### config.mk
export PLATFORM = sky130hd
export DESIGN_NAME = pieb_bank
export DESIGN_NICKNAME = d
export VERILOG_FILES = /design/src/design/pieb_pkg.sv /design/src/design/pieb_bank.sv /design/src/design/pieb_sync.sv /design/src/design/pieb_gate.sv
export SDC_FILE = /design/constraint.sdc
export NUM_CORES = 1
export LEC_CHECK = 0
export BUFFER_PORTS_ARGS = -buffer_cell sky130_fd_sc_hd__buf_2
export CAP_MARGIN = 5
export CORE_MARGIN = 5
export CORE_UTILIZATION = 40
export CTS_CLUSTER_SIZE = 40
export DETAILED_ROUTE_END_ITERATION = 16
export PLACE_DENSITY = 0.59
export SYNTH_ARGS = -nofsm -noshare
export SYNTH_HDL_FRONTEND = slang
export SYNTH_HIERARCHICAL = 1
export SYNTH_SLANG_ARGS = --single-unit
### constraint.sdc
create_clock -name i_clk -period 3.5 [get_ports i_clk]
set_clock_uncertainty 0.1 [all_clocks]
set_input_delay 0 -clock i_clk [delete_from_list [all_inputs] [get_ports i_clk]]
set_output_delay 0 -clock i_clk [all_outputs]
set_load 0.05 [all_outputs]
### src/design/pieb_pkg.sv
// pieb_pkg: constants for the peripheral interrupt enable bank
// assumes one 25 MHz clock and a plain register port with 8-bit data
package pieb_pkg;

  localparam int unsigned PIEB_NUM_REGS  = 6;
  localparam int unsigned PIEB_DATA_W    = 8;
  localparam int unsigned PIEB_ADDR_W    = 3;

  // register indices on the plain register port
  localparam logic [2:0] PIEB_ADDR_EN1 = 3'h0;
  localparam logic [2:0] PIEB_ADDR_EN2 = 3'h1;
  localparam logic [2:0] PIEB_ADDR_EN3 = 3'h2;
  localparam logic [2:0] PIEB_ADDR_EN4 = 3'h3;
  localparam logic [2:0] PIEB_ADDR_EN5 = 3'h4;
  localparam logic [2:0] PIEB_ADDR_EN6 = 3'h5;
  // status register: combined request view
  localparam logic [2:0] PIEB_ADDR_STAT = 3'h6;

  // reset value of every enable register
  localparam logic [7:0] PIEB_RESET_VAL = 8'h00;

  // writable bits, full-memory variant
  localparam logic [7:0] PIEB_WMASK_EN1 = 8'hFF;
  localparam logic [7:0] PIEB_WMASK_EN2 = 8'hBF;
  localparam logic [7:0] PIEB_WMASK_EN3 = 8'h8F;
  localparam logic [7:0] PIEB_WMASK_EN4 = 8'hFF;
  localparam logic [7:0] PIEB_WMASK_EN5 = 8'hFF;
  localparam logic [7:0] PIEB_WMASK_EN6 = 8'h17;

  // bits absent on the small-memory variant
  localparam logic [7:0] PIEB_SMALL_DROP4 = 8'hC0;
  localparam logic [7:0] PIEB_SMALL_DROP5 = 8'hE8;

  // status register field positions
  localparam int unsigned PIEB_STAT_REQ   = 0;
  localparam int unsigned PIEB_STAT_ANY   = 1;
  localparam int unsigned PIEB_STAT_GLOB  = 2;
  localparam int unsigned PIEB_STAT_PMODE = 3;

  typedef logic [7:0] pieb_byte_t;

endpackage

### src/design/pieb_bank.sv
// pieb_bank: six peripheral interrupt enable registers and request combine
// assumes flags arrive from peripherals outside this clock, global bits likewise
//
// Functional notes
// - a set enable passes its flag; a clear enable blocks it
// - all enable bits read zero after reset
// - unimplemented bits read zero and ignore writes
// - third register bits 5 and 4 are read-only zero
// - small-memory variant lacks capcomp 10,9 and timer 7g,12,10,7 enables
// - first register bit map: parallel port down to timer1 overflow
// - second register bit map: osc fail down to timer3 gate
// - third register bit map: timer5 gate down to real-time clock
// - fourth register: capture/compare units 10 down to 3
// - fifth register bit map: timer7 gate down to timer4 match
// - sixth register: write done, comparators 3, 2, 1
// - without priority mode, global peripheral enable must also be set
// - each enable gates the same-position flag bit
module pieb_bank
  import pieb_pkg::*;
#(
  parameter bit SMALL_MEM = 1'b0
) (
  input  wire logic       i_clk,
  input  wire logic       i_rst_b,
  input  wire logic [2:0] i_addr,
  input  wire logic [7:0] i_wdata,
  input  wire logic       i_wr,
  input  wire logic       i_rd,
  output logic      [7:0] o_rdata,
  input  wire logic [7:0] i_flags1,
  input  wire logic [7:0] i_flags2,
  input  wire logic [7:0] i_flags3,
  input  wire logic [7:0] i_flags4,
  input  wire logic [7:0] i_flags5,
  input  wire logic [7:0] i_flags6,
  input  wire logic       i_global_peripheral_irq_en,
  input  wire logic       i_priority_mode_en,
  output logic            o_periph_irq_req,
  output logic            o_periph_irq_any
);

  // named enable bits, first register
  logic                     parallel_port_irq_en;
  logic                     converter_irq_en;
  logic                     serial1_rx_irq_en;
  logic                     serial1_tx_irq_en;
  logic                     sync_serial1_irq_en;
  logic                     timer1_gate_irq_en;
  logic                     timer2_match_irq_en;
  logic                     timer1_overflow_irq_en;

  // second register
  logic                     osc_fail_irq_en;
  logic                     sync_serial2_irq_en;
  logic                     bus_collision2_irq_en;
  logic                     bus_collision1_irq_en;
  logic                     voltage_detect_irq_en;
  logic                     timer3_overflow_irq_en;
  logic                     timer3_gate_irq_en;

  // third register
  logic                     timer5_gate_irq_en;
  logic                     serial2_rx_irq_en;
  logic                     serial2_tx_irq_en;
  logic                     charge_time_irq_en;
  logic                     capcomp2_irq_en;
  logic                     capcomp1_irq_en;
  logic                     real_time_clock_irq_en;

  // fourth register
  logic [7:0]               capcomp_10_to_3_irq_en;

  // fifth register
  logic                     timer7_gate_irq_en;
  logic                     timer12_match_irq_en;
  logic                     timer10_match_irq_en;
  logic                     timer8_match_irq_en;
  logic                     timer7_overflow_irq_en;
  logic                     timer6_match_irq_en;
  logic                     timer5_overflow_irq_en;
  logic                     timer4_match_irq_en;

  // sixth register
  logic                     nv_write_done_irq_en;
  logic                     comparator3_irq_en;
  logic                     comparator2_irq_en;
  logic                     comparator1_irq_en;

  // stored enables, write masks and the synchronised flags
  pieb_byte_t               en_reg      [PIEB_NUM_REGS];
  pieb_byte_t               wmask       [PIEB_NUM_REGS];
  pieb_byte_t               flags_async [PIEB_NUM_REGS];
  pieb_byte_t               flags_s     [PIEB_NUM_REGS];
  // enables rebuilt from the named bits, gaps forced to zero
  pieb_byte_t               en_view     [PIEB_NUM_REGS];
  logic [PIEB_NUM_REGS-1:0] reg_any;

  // combined request path
  logic [1:0]               glob_s;
  logic                     glob_en_s;
  logic                     pmode_s;
  logic                     any_pending;
  logic                     next_req;
  pieb_byte_t               stat_word;

  // write mask for an index, variant aware
  function automatic pieb_byte_t mask_of(input logic [2:0] idx);
    pieb_byte_t m;
    m = 8'h00;
    case (idx)
      PIEB_ADDR_EN1: m = PIEB_WMASK_EN1;
      PIEB_ADDR_EN2: m = PIEB_WMASK_EN2;
      PIEB_ADDR_EN3: m = PIEB_WMASK_EN3;
      PIEB_ADDR_EN4: m = SMALL_MEM ? (PIEB_WMASK_EN4 & ~PIEB_SMALL_DROP4) : PIEB_WMASK_EN4;
      PIEB_ADDR_EN5: m = SMALL_MEM ? (PIEB_WMASK_EN5 & ~PIEB_SMALL_DROP5) : PIEB_WMASK_EN5;
      PIEB_ADDR_EN6: m = PIEB_WMASK_EN6;
      default:       m = 8'h00;
    endcase
    return m;
  endfunction

  assign flags_async[0] = i_flags1;
  assign flags_async[1] = i_flags2;
  assign flags_async[2] = i_flags3;
  assign flags_async[3] = i_flags4;
  assign flags_async[4] = i_flags5;
  assign flags_async[5] = i_flags6;

  // one register per index: storage, sync and gating
  genvar g;
  generate
    for (g = 0; g < PIEB_NUM_REGS; g++) begin : g_reg
      assign wmask[g] = mask_of(3'(g));

      // masked write
      // a write lands at its strobe edge; gating sees it on the same edge
      always_ff @(posedge i_clk) begin
        if (!i_rst_b) begin
          en_reg[g] <= PIEB_RESET_VAL;
        end else if (i_wr && (i_addr == 3'(g))) begin
          en_reg[g] <= i_wdata & wmask[g];
        end
      end

      // flag levels come from other domains: two stages before any gating
      // so a flag change reaches the outputs three edges later
      pieb_sync #(
        .WIDTH (PIEB_DATA_W)
      ) u_sync (
        .i_clk   (i_clk),
        .i_rst_b (i_rst_b),
        .i_async (flags_async[g]),
        .o_sync  (flags_s[g])
      );

      pieb_gate u_gate (
        .i_flags   (flags_s[g]),
        .i_enables (en_view[g]),
        .o_pending (),
        .o_any     (reg_any[g])
      );
    end
  endgenerate

  // global control bits cross from outside
  pieb_sync #(
    .WIDTH (2)
  ) u_glob_sync (
    .i_clk   (i_clk),
    .i_rst_b (i_rst_b),
    .i_async ({i_priority_mode_en, i_global_peripheral_irq_en}),
    .o_sync  (glob_s)
  );

  assign {parallel_port_irq_en, converter_irq_en, serial1_rx_irq_en, serial1_tx_irq_en,
          sync_serial1_irq_en, timer1_gate_irq_en, timer2_match_irq_en,
          timer1_overflow_irq_en} = en_reg[0];
  assign {osc_fail_irq_en, sync_serial2_irq_en, bus_collision2_irq_en, bus_collision1_irq_en,
          voltage_detect_irq_en, timer3_overflow_irq_en, timer3_gate_irq_en} =
         {en_reg[1][7], en_reg[1][5:0]};
  assign {timer5_gate_irq_en, serial2_rx_irq_en, serial2_tx_irq_en, charge_time_irq_en,
          capcomp2_irq_en, capcomp1_irq_en, real_time_clock_irq_en} =
         {en_reg[2][7], en_reg[2][5:0]};
  assign capcomp_10_to_3_irq_en = en_reg[3];
  assign {timer7_gate_irq_en, timer12_match_irq_en, timer10_match_irq_en, timer8_match_irq_en,
          timer7_overflow_irq_en, timer6_match_irq_en, timer5_overflow_irq_en,
          timer4_match_irq_en} = en_reg[4];
  assign {nv_write_done_irq_en, comparator3_irq_en, comparator2_irq_en, comparator1_irq_en} =
         {en_reg[5][4], en_reg[5][2:0]};

  // named bits rebuilt into bytes: the map itself feeds gating and reads
  // gaps read zero
  // first register view
  assign en_view[0] = {parallel_port_irq_en,
                       converter_irq_en,
                       serial1_rx_irq_en,
                       serial1_tx_irq_en,
                       sync_serial1_irq_en,
                       timer1_gate_irq_en,
                       timer2_match_irq_en,
                       timer1_overflow_irq_en};

  // second register view, bit 6 absent
  assign en_view[1] = {osc_fail_irq_en,
                       1'h0,
                       sync_serial2_irq_en,
                       bus_collision2_irq_en,
                       bus_collision1_irq_en,
                       voltage_detect_irq_en,
                       timer3_overflow_irq_en,
                       timer3_gate_irq_en};

  // third register view, bit 6 absent
  assign en_view[2] = {timer5_gate_irq_en,
                       1'h0,
                       serial2_rx_irq_en,
                       serial2_tx_irq_en,
                       charge_time_irq_en,
                       capcomp2_irq_en,
                       capcomp1_irq_en,
                       real_time_clock_irq_en};

  // fourth register view
  assign en_view[3] = capcomp_10_to_3_irq_en;

  // fifth register view
  assign en_view[4] = {timer7_gate_irq_en,
                       timer12_match_irq_en,
                       timer10_match_irq_en,
                       timer8_match_irq_en,
                       timer7_overflow_irq_en,
                       timer6_match_irq_en,
                       timer5_overflow_irq_en,
                       timer4_match_irq_en};

  // sixth register view, top three and bit 3 absent
  assign en_view[5] = {3'h0,
                       nv_write_done_irq_en,
                       1'h0,
                       comparator3_irq_en,
                       comparator2_irq_en,
                       comparator1_irq_en};

  assign any_pending = |reg_any;

  // synchronised global bits by name
  assign glob_en_s = glob_s[0];
  assign pmode_s   = glob_s[1];

  // global enable needed unless priority mode
  assign next_req = any_pending && (pmode_s || glob_en_s);

  // status word, sampled by a read of the status index
  always_comb begin
    stat_word                  = PIEB_RESET_VAL;
    stat_word[PIEB_STAT_REQ]   = next_req;
    stat_word[PIEB_STAT_ANY]   = any_pending;
    stat_word[PIEB_STAT_GLOB]  = glob_en_s;
    stat_word[PIEB_STAT_PMODE] = pmode_s;
  end

  // gated request, registered
  always_ff @(posedge i_clk) begin
    if (!i_rst_b) begin
      o_periph_irq_req <= 1'h0;
    end else begin
      o_periph_irq_req <= next_req;
    end
  end

  // ungated request, registered
  always_ff @(posedge i_clk) begin
    if (!i_rst_b) begin
      o_periph_irq_any <= 1'h0;
    end else begin
      o_periph_irq_any <= any_pending;
    end
  end

  // read data, one cycle after the strobe, zero otherwise
  // the status read shows the values the output flops take next
  always_ff @(posedge i_clk) begin
    if (!i_rst_b) begin
      o_rdata <= PIEB_RESET_VAL;
    end else if (i_rd && (i_addr == PIEB_ADDR_STAT)) begin
      o_rdata <= stat_word;
    end else if (i_rd && (i_addr <= PIEB_ADDR_EN6)) begin
      o_rdata <= en_view[i_addr];
    end else begin
      o_rdata <= PIEB_RESET_VAL;
    end
  end

endmodule

### src/design/pieb_sync.sv
// pieb_sync: two-flop synchroniser for a bus of levels
// assumes the inputs come from another domain or pins
module pieb_sync
  import pieb_pkg::*;
#(
  parameter int unsigned WIDTH = 8
) (
  input  wire logic             i_clk,
  input  wire logic             i_rst_b,
  input  wire logic [WIDTH-1:0] i_async,
  output logic      [WIDTH-1:0] o_sync
);

  logic [WIDTH-1:0] stage1;

  // first stage feeds only the second
  always_ff @(posedge i_clk) begin
    if (!i_rst_b) begin
      stage1 <= '0;
      o_sync <= '0;
    end else begin
      stage1 <= i_async;
      o_sync <= stage1;
    end
  end

endmodule

### src/design/pieb_gate.sv
// pieb_gate: masks one flag byte by its enable byte
// assumes flags and enables are both on the local clock
module pieb_gate
  import pieb_pkg::*;
(
  input  wire logic [7:0] i_flags,
  input  wire logic [7:0] i_enables,
  output logic      [7:0] o_pending,
  output logic            o_any
);

  // per-bit and, then or-reduce
  assign o_pending = i_flags & i_enables;
  assign o_any     = |o_pending;

endmodule

==> run summary <==
Total CTS buffers = 17
Fin util = 54.0%
CTS clk-pin slew, worst paths = 0.05 ns
Crit path capture type = flop
Total clock sinks = 150
CP max-delay cell = or4_1
Vias per inst = 4.45
First-pass GRT wire length = 18300 um
Slew HR = 25.8%
Worst reg-to-reg setup slack = 0.74 ns
Share of layout cells above drive strength 1 = 33.2%
Unrepaired setup endpoints after global routing = no
Max incr delay on CP = 0.53 ns
Cell Chain, Critical Path = and2_4, or4_1, or4_1, or4_4, or2_0, and2_1
Fin. max-slew vios = 0
Post-route setup slack = 0.735 ns
Clock latency on the worst-skew pair = 0.42 ns
Routability-driven placement congestion ratio = 0.848
Worst Max-Slew Pin Slew = 1.10 ns
WL/cell = 14.4 um
Root Buffer = clkbuf_16
Final min period = 2.76 ns
Worst slack at placement = 0.772 ns
Initial DRC count = 245
Number of synthesized flops with an enable pin = 40
Cells on worst reg2reg path = 6
Total number of vias = 3479
Fin Hold WS = 0.133 ns
Global route overflow = 0
All-Layer GR Usage = 15.0%
Area grow syn2layout = 31.2%
Die H = 127 um
Nets = 658
Post-synthesis cell area = 5510 um^2
IO Port Bufs = 74
Fmax = 0.362 GHz
DRC Markers = 0
Most common flop cell mapped by yosys = dfxtp_1
Startpoint Class = flop
Wire length on met2 = 5390 um
CP Class = flop to flop
CP max FO = 3
Largest net degree at the start of global routing = 74
Drt pass-1 iters = 4
Max Cap Violations = 0
Routed Antenna Nets = 0
Top layer in use = met4
Most used cell, CP = or4_1
Met3 WL = 636 um
Ports = 75
Sequential area share after synthesis = 61.8%
Die W = 127 um
Post-synthesis cell type count = 37
Largest cells by area after synthesis = dfxtp_1 (40%), edfxtp_1 (22%), and2_1 (13%), and2_2 (9.8%), or4_1 (1.6%)
Final Hold Vio Count = 0
Metal1 wirelength = 5100 um
Post-CTS Setup Inserts = 0
Power density over the cells = 545 nW/um^2
Syn. warnings = 6
Min-Delay Path Class = input pin to flop
Cell accounting for the most synthesized area = dfxtp_1
Post-synthesis area per instance = 12.5 um^2
Final setup viols = 0
Outcome = completed
Number of placement rows = 42
H-tree Lvls = 4
Core box area = 13400 um^2
Post-synth top area share = 40.0%
Max clock buf depth = 2
Starting Density = 41.1%
Min-Delay Path Depth = 4
Lkg Pwr = 3.10 nW
CTS tree = built
Worst EP arrival = 2.97 ns
DP HPWL = 7940 um
VDD IR max = 0.376 mV
WP data required = 3.71 ns
Die Area = 16200 um^2
Async SR Flop Fraction = 0%
N_diodes = 0
Total negative slack = 0 ns
Initial antenna violation count = 0
Fin crit share = 79.0%
Drt total wl = 11300 um
Number of global-route vias before repair = 3578
Post-synthesis register bit count = 150
Pwr Total = 0.00394 W
Synth Instances = 440
[cells by family after synthesis]
logic type / after synthesis / share of synthesized area, %
multiplexers: 13 / 3.72
other: 1 / 0.0681
flip-flops: 150 / 61.8
AO/OA/AOI/OAI: 23 / 3.02
buffers and inverters: 14 / 2.32
AND/OR/NAND/NOR: 239 / 29.1
[worst max-delay path, delay by kind of cell (launching register included)]
kind             cells  cell delay (ns)
DFF                  1             0.41
and+or+nand+nor      6             2.13
[Yosys cell counts, drive strengths merged (4+ instances only)]
cell type  number
nand2b          4
nand2           4
o21ai           9
mux2i           7
and2          189
dfxtp         110
nor2           11
or2             9
edfxtp         40
or4            13
mux4            5
buf            13
[where the power goes]
part	internal, W	switching [W]	leakage [nW]
Sequential	0.00187	0.0000350	1.30
Combinational	0.000162	0.000133	1.52
Clock	0.00106	0.000679	0.279
Total	0.00309	0.000847	3.10
[metal layers]
layer | vias up | GRT usage, %
li1 | 1759 | -
met1 | 1624 | 19.4
met2 | 83 | 23.4
met3 | 13 | 4.47
met4 | 0 | 6.44
met5 | - | 0
[cells in the final DEF (no fill, tap or decap), types with 3 or more instances in the layout]
| master | Yosys | layout |
|---|---|---|
| and2_2 | 72 | 72 |
| buf_2 | 5 | 74 |
| o21ai_0 | 9 | 9 |
| clkinvlp_4 | 0 | 3 |
| or2_2 | 8 | 8 |
| buf_4 | 0 | 4 |
| conb_1 | 1 | 8 |
| nand2b_1 | 4 | 4 |
| mux4_1 | 3 | 3 |
| dlygate4sd3_1 | 0 | 62 |
| and2_1 | 111 | 111 |
| edfxtp_1 | 40 | 40 |
| dfxtp_1 | 110 | 110 |
| a31oi_1 | 3 | 3 |
| nand3b_1 | 3 | 3 |
| clkbuf_16 | 0 | 18 |
| or4_1 | 12 | 12 |
| nand2_1 | 4 | 4 |
| nor2_1 | 9 | 9 |
| and2_4 | 6 | 6 |
| o21a_1 | 3 | 3 |
| mux2i_1 | 7 | 7 |
[path summary, 6_finish.rpt]
path / from / to
worst min register to register: g_reg[0].u_sync/stage1[1] / g_reg[0].u_sync/o_sync[1]
worst min-delay path: i_wr / en_reg[4][6]
worst max-delay path: en_reg[3][3] / o_periph_irq_any
worst max register to register: en_reg[3][3] / o_periph_irq_any
[through the flow]
step / cell area, um^2 / cells
3_3_place_gp: 6030 / 688
5_1_grt: 7230 / 782
4_1_cts: 7230 / 782
3_5_place_dp: 6030 / 688
2_1_floorplan: 5540 / 447
6_report: 7230 / 782
[final cells by class]
class / count / area [um^2]
clock buffers: 22 / 485
flip-flops and latches: 150 / 3400
well taps: 176 / 220
repair buffers: 140 / 1020
inverters: 1 / 3.75
fillers: 1143 / 6170
clock inverters: 10 / 92.6
multi-input cells: 283 / 2010
[what timing repair did]
action                                 CTS  global route
resized for setup                        0             0
endpoints found under the hold margin   97             0
hold buffers                            62             0
Power figures use the tool's default switching activity.
